`src/lbp_pkg.sv`:
```
// Purpose: Shared constants for the LED blink and PWM duty block.
// Assumes: 32-bit APB register bus, one aligned word per register.
// Notes:   Offsets are byte addresses.
package lbp_pkg;
  localparam int          LBP_MAIN_OUTS    = 8;
  localparam int          LBP_ALL_OUTS     = 9;
  localparam int          LBP_SLOT_CYCLES  = 16;
  localparam logic [7:0]  LBP_OFS_CTRL     = 8'h00;
  localparam logic [7:0]  LBP_OFS_PHASE0   = 8'h04;
  localparam logic [7:0]  LBP_OFS_PHASE1   = 8'h08;
  localparam logic [7:0]  LBP_OFS_NINTH    = 8'h0C;
  localparam logic [7:0]  LBP_OFS_INTENS   = 8'h10;
  localparam logic [7:0]  LBP_OFS_STATUS   = 8'h14;
  localparam int          LBP_CTRL_BLINK   = 0;
  localparam int          LBP_CTRL_MPHASE  = 1;
  localparam int          LBP_CTRL_NPHASE  = 2;
  localparam int          LBP_CTRL_MAST_LO = 4;
  localparam int          LBP_NINTH_PH0    = 0;
  localparam int          LBP_NINTH_PH1    = 1;
  localparam int          LBP_NINTH_INT_LO = 4;
  localparam int          LBP_STAT_SLOT_LO = 12;
  localparam int          LBP_STAT_RUN     = 16;
  localparam logic [3:0]  LBP_INT_STATIC   = 4'hF;
  localparam logic [3:0]  LBP_INT_HALF     = 4'h7;
  localparam logic [4:0]  LBP_LOW_FULL     = 5'h10;
  localparam logic [3:0]  LBP_RST_MASTER   = 4'hF;
  localparam logic [31:0] LBP_RST_INTENS   = 32'hFFFFFFFF;
  localparam logic [3:0]  LBP_RST_NINT     = 4'hF;
  localparam logic [7:0]  LBP_RST_PHASE    = 8'hFF;
  localparam logic        LBP_RST_NPH      = 1'b1;
endpackage

```
`src/lbp_core.sv`:
```
// Purpose: Per-output PWM duty and blink-phase mapping with an APB register file.
// Assumes: Inputs synchronous to pclk; pins are open drain, only ever driven low.
// Notes:   Blink phase is chosen by software; the ninth output has its own phase bit.
`timescale 1ns/10ps
// Functional notes
// - With blinking on and setting n below 0xF, phase bit 0 gives low time (n+1)/16 and bit 1 the complement.
// - Setting 0xF gives no PWM, static low for phase bit 0 and static release for bit 1.
// - For settings 0x0 to 0x6, bits 0 then 1 give low intensity in phase 0 and high in phase 1, and vice versa.
// - For settings 0x8 to 0xE, bits 0 then 1 give high intensity in phase 0 and low in phase 1, and vice versa.
// - Setting 0x7 gives exactly half low time in either phase.
// - The eight main outputs share phase registers, while the ninth has its own register.
// - A zero master intensity stops the PWM oscillator and drives all outputs statically.
module lbp_core
  import lbp_pkg::*;
#(
  parameter int SLOT_CYCLES = LBP_SLOT_CYCLES
)(
  input  wire logic        pclk,
  input  wire logic        presetn,
  input  wire logic        psel,
  input  wire logic        penable,
  input  wire logic        pwrite,
  input  wire logic [7:0]  paddr,
  input  wire logic [31:0] pwdata,
  output logic             pready,
  output logic [31:0]      prdata,
  output logic             pslverr,
  output logic [7:0]       led_port_out,
  output logic [7:0]       led_port_oe_n,
  output logic             ninth_port_output_out,
  output logic             ninth_port_output_oe_n
);

  logic        blink_en_r;
  logic        main_phase_r;
  logic        ninth_phase_r;
  logic [3:0]  master_r;
  logic [7:0]  phase0_r;
  logic [7:0]  phase1_r;
  logic        nph0_r;
  logic        nph1_r;
  logic [3:0]  nint_r;
  logic [31:0] intens_r;
  logic        pready_r;
  logic [31:0] prdata_r;
  logic        pslverr_r;
  logic [3:0]  slot_r;
  logic [$clog2(SLOT_CYCLES+1)-1:0] div_r;
  logic [8:0]  oe_n_r;
  logic        osc_run;
  logic        wr_en;
  logic        addr_ok;
  logic [31:0] rd_nxt;
  logic [8:0]  eff_bit;
  logic [3:0]  int_set [LBP_ALL_OUTS];
  logic [4:0]  low_cnt [LBP_ALL_OUTS];
  logic [8:0]  drive_low;

  // Low-time slot count out of 16 for one output.
  function automatic logic [4:0] lbp_low_slots(input logic [3:0] n, input logic bit_v);
    logic [4:0] r;
    r = 5'h00;
    if (n == LBP_INT_STATIC)
      r = bit_v ? 5'h00 : LBP_LOW_FULL;
    else if (bit_v)
      r = 5'(4'hF - n);
    else
      r = 5'({1'b0, n} + 5'h01);
    return r;
  endfunction

  assign wr_en   = psel && penable && pready_r && pwrite;
  assign addr_ok = (paddr == LBP_OFS_CTRL) || (paddr == LBP_OFS_PHASE0) || (paddr == LBP_OFS_PHASE1)
                 || (paddr == LBP_OFS_NINTH) || (paddr == LBP_OFS_INTENS) || (paddr == LBP_OFS_STATUS);
  assign osc_run = (master_r != 4'h0);

  // One wait state keeps every bus output on a flip-flop.
  always_ff @(posedge pclk or negedge presetn)
  begin
    if (!presetn)
    begin
      pready_r  <= 1'b0;
      prdata_r  <= 32'h00000000;
      pslverr_r <= 1'b0;
    end
    else if (psel && penable && !pready_r)
    begin
      pready_r  <= 1'b1;
      prdata_r  <= pwrite ? 32'h00000000 : rd_nxt;
      pslverr_r <= !addr_ok;
    end
    else
    begin
      pready_r  <= 1'b0;
      pslverr_r <= 1'b0;
    end
  end

  always_comb
  begin
    rd_nxt = 32'h00000000;
    case (paddr)
      LBP_OFS_CTRL:   rd_nxt = {24'h000000, master_r, 1'b0, ninth_phase_r, main_phase_r, blink_en_r};
      LBP_OFS_PHASE0: rd_nxt = {24'h000000, phase0_r};
      LBP_OFS_PHASE1: rd_nxt = {24'h000000, phase1_r};
      LBP_OFS_NINTH:  rd_nxt = {24'h000000, nint_r, 2'b00, nph1_r, nph0_r};
      LBP_OFS_INTENS: rd_nxt = intens_r;
      LBP_OFS_STATUS: rd_nxt = {15'h0000, osc_run, slot_r, 3'h0, ~oe_n_r};
      default:        rd_nxt = 32'h00000000;
    endcase
  end

  always_ff @(posedge pclk or negedge presetn)
  begin
    if (!presetn)
    begin
      blink_en_r    <= 1'b0;
      main_phase_r  <= 1'b0;
      ninth_phase_r <= 1'b0;
      master_r      <= LBP_RST_MASTER;
      phase0_r      <= LBP_RST_PHASE;
      phase1_r      <= LBP_RST_PHASE;
      nph0_r        <= LBP_RST_NPH;
      nph1_r        <= LBP_RST_NPH;
      nint_r        <= LBP_RST_NINT;
      intens_r      <= LBP_RST_INTENS;
    end
    else if (wr_en)
    begin
      case (paddr)
        LBP_OFS_CTRL:
        begin
          blink_en_r    <= pwdata[LBP_CTRL_BLINK];
          main_phase_r  <= pwdata[LBP_CTRL_MPHASE];
          ninth_phase_r <= pwdata[LBP_CTRL_NPHASE];
          master_r      <= pwdata[LBP_CTRL_MAST_LO +: 4];
        end
        LBP_OFS_PHASE0: phase0_r <= pwdata[7:0];
        LBP_OFS_PHASE1: phase1_r <= pwdata[7:0];
        LBP_OFS_NINTH:
        begin
          nph0_r <= pwdata[LBP_NINTH_PH0];
          nph1_r <= pwdata[LBP_NINTH_PH1];
          nint_r <= pwdata[LBP_NINTH_INT_LO +: 4];
        end
        LBP_OFS_INTENS: intens_r <= pwdata;
        default:        intens_r <= intens_r;
      endcase
    end
  end

  // oscillator stop
  // The slot counter freezes at zero so a restart always begins a fresh PWM cycle.
  always_ff @(posedge pclk or negedge presetn)
  begin
    if (!presetn)
    begin
      div_r  <= '0;
      slot_r <= 4'h0;
    end
    else if (!osc_run)
    begin
      div_r  <= '0;
      slot_r <= 4'h0;
    end
    else if (div_r == ($clog2(SLOT_CYCLES+1))'(SLOT_CYCLES - 1))
    begin
      div_r  <= '0;
      slot_r <= slot_r + 4'h1;
    end
    else
      div_r <= div_r + 1'b1;
  end

  genvar gi;
  generate
    for (gi = 0; gi < LBP_ALL_OUTS; gi++)
    begin : g_out
      if (gi < LBP_MAIN_OUTS)
      begin : g_main
        assign eff_bit[gi] = (blink_en_r && main_phase_r) ? phase1_r[gi] : phase0_r[gi];
        assign int_set[gi] = intens_r[gi*4 +: 4];
      end
      else
      begin : g_ninth
        assign eff_bit[gi] = (blink_en_r && ninth_phase_r) ? nph1_r : nph0_r;
        assign int_set[gi] = nint_r;
      end
      assign low_cnt[gi]   = lbp_low_slots(int_set[gi], eff_bit[gi]);
      assign drive_low[gi] = osc_run ? ({1'b0, slot_r} < low_cnt[gi]) : !eff_bit[gi];
    end
  endgenerate

  always_ff @(posedge pclk or negedge presetn)
  begin
    if (!presetn)
      oe_n_r <= 9'h1FF;
    else
      oe_n_r <= ~drive_low;
  end

  assign pready                 = pready_r;
  assign prdata                 = prdata_r;
  assign pslverr                = pslverr_r;
  assign led_port_out           = 8'h00;
  assign led_port_oe_n          = oe_n_r[7:0];
  assign ninth_port_output_out  = 1'b0;
  assign ninth_port_output_oe_n = oe_n_r[8];

  duty_low_a: assert property (@(posedge pclk) disable iff (!presetn)
    (osc_run && int_set[0] != 4'hF && !eff_bit[0]) |-> low_cnt[0] == 5'({1'b0, int_set[0]} + 5'h01))
    else $error("Low time does not follow setting plus one.");
  duty_inv_a: assert property (@(posedge pclk) disable iff (!presetn)
    (int_set[1] != 4'hF && eff_bit[1]) |-> low_cnt[1] == 5'(4'hF - int_set[1]))
    else $error("Inverted phase low time is wrong.");
  static_full_a: assert property (@(posedge pclk) disable iff (!presetn)
    (int_set[2] == 4'hF) |=> led_port_oe_n[2] == $past(eff_bit[2]))
    else $error("Full setting is not static.");
  low_set_a: assert property (@(posedge pclk) disable iff (!presetn)
    (int_set[3] <= 4'h6 && phase0_r[3] == 1'b0 && phase1_r[3] == 1'b1 && blink_en_r && !main_phase_r)
    |-> low_cnt[3] < 5'h08)
    else $error("Low setting gives high intensity in phase zero.");
  high_set_a: assert property (@(posedge pclk) disable iff (!presetn)
    (int_set[4] >= 4'h8 && int_set[4] != 4'hF && phase0_r[4] == 1'b0 && phase1_r[4] == 1'b1
     && blink_en_r && !main_phase_r) |-> low_cnt[4] > 5'h08)
    else $error("High setting gives low intensity in phase zero.");
  half_duty_a: assert property (@(posedge pclk) disable iff (!presetn)
    (int_set[5] == LBP_INT_HALF) |-> low_cnt[5] == 5'h08)
    else $error("Half setting is not eight slots.");
  main_shared_a: assert property (@(posedge pclk) disable iff (!presetn)
    (phase0_r[6] == phase0_r[7] && phase1_r[6] == phase1_r[7] && intens_r[27:24] == intens_r[31:28])
    |=> led_port_oe_n[6] == led_port_oe_n[7])
    else $error("Matched main outputs did not switch together.");
  osc_stop_a: assert property (@(posedge pclk) disable iff (!presetn)
    (!osc_run) |=> (slot_r == 4'h0 && div_r == '0))
    else $error("Oscillator runs with master at zero.");

endmodule

```
`config.mk`:
```
export PLATFORM = sky130hd
export DESIGN_NAME = lbp_core
export DESIGN_NICKNAME = d
export VERILOG_FILES = /design/src/lbp_pkg.sv /design/src/lbp_core.sv
export SDC_FILE = /design/constraint.sdc
export NUM_CORES = 1
export LEC_CHECK = 0
export BUFFER_PORTS_ARGS = -buffer_cell sky130_fd_sc_hd__buf_4
export CORE_ASPECT_RATIO = 0.9
export CORE_MARGIN = 2
export CORE_UTILIZATION = 40
export DETAILED_ROUTE_END_ITERATION = 6
export PLACE_DENSITY = 0.57
export SETUP_SLACK_MARGIN = 0.3
export SLEW_MARGIN = 10
export SYNTH_ARGS = -nofsm -noshare
export SYNTH_HDL_FRONTEND = slang
export SYNTH_SLANG_ARGS = --single-unit
```
`constraint.sdc`:
```
create_clock -name pclk -period 3.6 [get_ports pclk]
set_input_delay 0.54 -clock pclk [delete_from_list [all_inputs] [get_ports pclk]]
set_output_delay 0.54 -clock pclk [all_outputs]
set_load 0.02 [all_outputs]
```
## After elaboration in Yosys (flattened, before gate mapping)

Cells that the tools add are included.

| cells by class | value |
|---|---|
| add/sub/neg operators | 20 |
| $mul | 0 |
| div/mod/pow operators | 0 |
| magnitude comparators | 9 |
| equal/unequal tests | 16 |
| shift operators | 0 |
| multiplexer cells | 53 |
| bitwise logic cells | 2 |
| reduce and logical (&&, ||, !) cells | 29 |

Operator list:

| kind | number |
|---|---|
| $pmux 32 s6 | 1 |
| $mux 5 | 29 |
| $add 4x1->5 const B | 9 |
| $lt 4x5->1 | 9 |
| $sub 4x4->5 const A | 9 |
| $eq 4x4->1 const B | 9 |
| $mux 32 | 1 |
| $mux 1 | 20 |
| $not 9->9 | 2 |
| $eq 8x4->1 const B | 2 |
| $eq 8x5->1 const B | 2 |
| $logic_not 1->1 | 11 |
| $reduce_and 2->1 | 5 |
| $eq 8x3->1 const B | 1 |
| $logic_not 8->1 | 1 |
| $mux 4 | 2 |
| $logic_and 1x1->1 | 6 |
| $add 5x1->5 const B | 1 |
| $eq 5x4->1 const B | 1 |
| $logic_or 1x1->1 | 5 |
| $add 4x1->4 const B | 1 |
| $reduce_bool 4->1 | 1 |
| $ne 2x1->1 const B | 1 |

| word-level totals | value |
|---|---|
| register bits after elaboration | 113 |
| bits in latches | 0 |
| bits in writable memories | 0 |
| ROM bits | 0 |
| memories | 0 |

## Longest topological paths before layout

| depth | value |
|---|---|
| depth in word-level cells | 8 |
| depth in mapped cells | 9 |
| mapped depth without buffers | 9 |

## Least setup slack after synthesis

Ideal clock, no wire load.

| timing path | value |
|---|---|
| path type | flip-flop to flip-flop |
| start point | register blink_en_r |
| end point | register oe_n_r[7] |
| library setup time | 83 ps |
| arrival | 1,972 ps |
| path slack | 1,544 ps |
| cell stages (with the launch flop) | 9 |
| buffers on the path | 0 |
| period minus slack after synthesis | 2,056 ps |
| path through | dfrtp_1 -> nand2_1 -> mux2_2 -> a311o_1 -> nand2_1 -> ha_1 -> o21ai_0 -> a21oi_1 -> o32a_1 |

| on the way | value |
|---|---|
| word-level cells in the longest chain between the ends | 7 |

Ends and longest elaborated chain:

| what | line | source |
|---|---|---|
| from (decl) | lbp_core.sv:34 | `logic blink_en_r;` |
| from (signal assigned) | lbp_core.sv:133 | `blink_en_r <= pwdata[LBP_CTRL_BLINK];` |
| $logic_and 1x1->1 * | lbp_core.sv:181 | `assign eff_bit[gi] = (blink_en_r && main_phase_r) ? phase1_r[gi] : phase0_r[gi];` |
| $mux 1 * | lbp_core.sv:181 |  |
| $mux 5, on equally long branches | lbp_core.sv:65, lbp_core.sv:64 |  |
| $mux 5 | lbp_core.sv:63 | `if (n == LBP_INT_STATIC)` |
| $lt 4x5->1 | lbp_core.sv:190 | `assign drive_low[gi] = osc_run ? ({1'b0, slot_r} < low_cnt[gi]) : !eff_bit[gi];` |
| $mux 1 * | lbp_core.sv:190 |  |
| $not 9->9 * | lbp_core.sv:199 | `oe_n_r <= ~drive_low;` |
| to (signal assigned) | lbp_core.sv:199 |  |
| to (decl) | lbp_core.sv:49 | `logic [8:0] oe_n_r;` |

Every way passes the cells marked *; elsewhere a longest branch is shown, timed or not.
A chain may end at the register's enable or synchronous reset.

## Final worst setup path

| timing path | value |
|---|---|
| start point | register blink_en_r |
| end point | register oe_n_r[5] |

The elaborated chain is that of the path after synthesis.

==> results.cfg <==
[outcome]
status = completed

[sta]
worstMarginPinSlew_ns = 1.077
final.min_clock_period_ns = 2.331
setup_ws_ns = 1.269
tns_ns = 0
slew-limit-headroom_pct = 27.66
timing.hold.ws_ns = 0.1627
hold_violations = 0
fin_skew_ns = 0.008549
setup_violations = 0
finalCritPeriodShare_pct = 64.76
drv_slew = 0
grt_setup_unrepaired = no
fmax_ghz = 0.4289

[detailed_routing]
dr_total_vias = 4744
wl_per_cell_um = 18.39
dr.pass1.iters = 5
drc = 0
totalWireLength_um = 15630
initialDrtViolationCount = 371
antenna_left = 0
via_per_inst = 5.581

[floorplan]
io_pins = 97
rows = 43
fp.dieH_um = 122.5
core-area_um2 = 15330
die_w_um = 135.6
initial_utilization_pct = 40.69
fp.dieArea_um2 = 16610

[synth]
synth_edf_count = 0
synth.top_cell.area_share_pct = 28.22
synthFlopType = dfstp_2
syn_area_um2 = 6238
syn_inst = 547
synth.largest_area_cell = dfstp_2
yosysSeqAreaShare_pct = 46.67
synth_cell_types = 54
syn_area_per_cell_um2 = 11.40
synth-seq-cells = 113
ys_async_sr_fraction_pct = 100.0
ys_warn_count = 0
synth_area_leaders = dfstp_2, dfrtp_1, mux2_2

[clocking]
post-cts-setup-buffers = 0
clock-root-buffer = clkbuf_16
hold_buffers = 0
numCtsBuffers = 17
path_clk_slew_ns = 0.05
htree_levels = 4
cts.sinks = 113
cts_tree = yes
clock_path_buffers = 2
clk_latency_ns = 0.41
cts_resized = 0

[worst_setup_path]
crit_type = register to register
required_ns = 3.94
max_stage_delay_ns = 0.44
cpMaxStageDelayCell = mux2_2
worstPathMaxFanout = 8
path_cells = nand2_1, mux2_2, nor2_1, xor2_1, ha_1, o21ai_0, a21oi_1, o32a_1
crit_path_end_kind = register
startpoint_type = register
crit_arrival_ns = 2.67

[global_routing]
overflow = 0
grt_first_pass_wirelength_um = 25210
gr-usage-all-layers_pct = 20.06
grt_pass1_vias = 4697
grt_start_max_net_pins = 66
antenna_found_initial = 0

[cells_and_area]
final_util_pct = 49.74
drive_gt1_share_pct = 42.13
n_antenna_cell = 0
layout_common_cells = buf_4, mux2_2, dfstp_2
fin_nets = 718
final_common_cell = buf_4
multi_input_area_um2 = 3161
fillers = 1384
syn_to_final_growth_pct = 22.26
seqCellArea_um2 = 2912

[place]
io_buffers = 87
place.gp.congestion = 0.8392
hpwl_um = 11050
pre_cts_slack_ns = 1.215

[pwr]
p_switching_uw = 675.8
p_comb_share_pct = 5.0
powerDensity_nw_per_um2 = 407.0
p_total_mw = 3.105
irDropWorstVdd_mv = 0.3652
p_seq_share_pct = 41.6
clkPwrFrac_pct = 53.4
p_leak_nw = 3.402
internal-power_mw = 2.429
swShare_pct = 21.77

[run]
drv_cap = 0

[worst_hold_path]
min_path_type = input port to asynchronous set/reset pin
metal layers:
metal,up-vias,wire length (um),global-route usage [%]
met2,165,7009,30.18
met3,28,1024,6.320
li1,2206,-,-
met4,0,254,6.055
met5,-,0,0
met1,2345,7344,27.78
path summary, 6_finish.rpt:
path / start / endpoint / slack [ns] / depth (start not counted)
hold reg to reg: div_r[0]$_DFF_PN0_ / div_r[0]$_DFF_PN0_ / 0.46 / 1
max in group asynchronous: presetn / intens_r[21]$_DFFE_PN1P_ / 2.62 / 2
hold / removal: presetn / prdata[3]$_DFFE_PN0P_ / 0.16 / 1
min in group pclk: pwdata[15] / intens_r[15]$_DFFE_PN1P_ / 0.36 / 2
setup reg to reg: blink_en_r$_DFFE_PN0P_ / oe_n_r[5]$_DFF_PN1_ / 1.27 / 8
setup / recovery: blink_en_r$_DFFE_PN0P_ / oe_n_r[5]$_DFF_PN1_ / 1.27 / 8
power groups by stage:
stage / logic (mW) / clock network [mW] / registers, mW
final: 0.154 / 1.66 / 1.29
after global routing: 0.172 / 1.77 / 1.29
after CTS: 0.157 / 1.69 / 1.29
after global placement: 0.154 / 0 / 1.31
after detailed placement: 0.157 / 0 / 1.31
after floorplan: 0.0629 / 0 / 1.31
registers in the layout (all words and copies together) (netlist names):
| signal | count |
|---|---|
| nph0_r | 1 |
| slot_r | 4 |
| nph1_r | 1 |
| blink_en_r | 1 |
| ninth_phase_r | 1 |
| master_r | 4 |
| pready | 1 |
| nint_r | 4 |
| div_r | 5 |
| intens_r | 32 |
| main_phase_r | 1 |
| phase1_r | 8 |
| pslverr | 1 |
| phase0_r | 8 |
| prdata | 32 |
| oe_n_r | 9 |
worst max-delay path: cells and delay by family, from the launching register on:
family                     cells  cell delay, ns
DFF                            1            0.41
muxes                          1            0.44
xor gates and xnor gates       1            0.19
adders and majority gates      1            0.25
and+or+nand+nor                2            0.47
AOI/OAI and AO/OA              3            0.49
synth_stat cells, drive strengths merged, types with 6 or more instances:
cell type  instances
mux2              73
dfstp             67
nand2             47
dfrtp             46
ha                38
o21ai             37
a21oi             33
nor2              26
buf               24
a22o              18
xor2              13
nand3             12
o211ai            12
nor2b              9
nor3               9
a311o              8
mux2i              7
inv                6
through the flow:
step | area, um^2 | cells
6_report | 7627 | 850
3_5_place_dp | 7036 | 818
3_3_place_gp | 7036 | 818
2_1_floorplan | 6269 | 555
4_1_cts | 7627 | 850
5_1_grt | 7627 | 850
cell type report:
class,count,area share [%]
inverters,6,0.2953
clock inverters,10,1.411
clock buffers,22,6.348
flip-flops and latches,113,38.17
repair buffers,90,9.022
well taps,202,3.314
multi-input cells,407,41.44
cell families after synthesis:
family	Yosys count	share of synthesized area [%]
DFF	113	46.67
and+or+nand+nor	131	10.57
xor gates and xnor gates	15	2.106
adders and majority gates	38	7.621
buffers and inverters	35	3.389
other	1	0.06011
AOI/OAI and AO/OA	130	13.84
muxes	84	15.74
(Power assumes the default switching activity.)
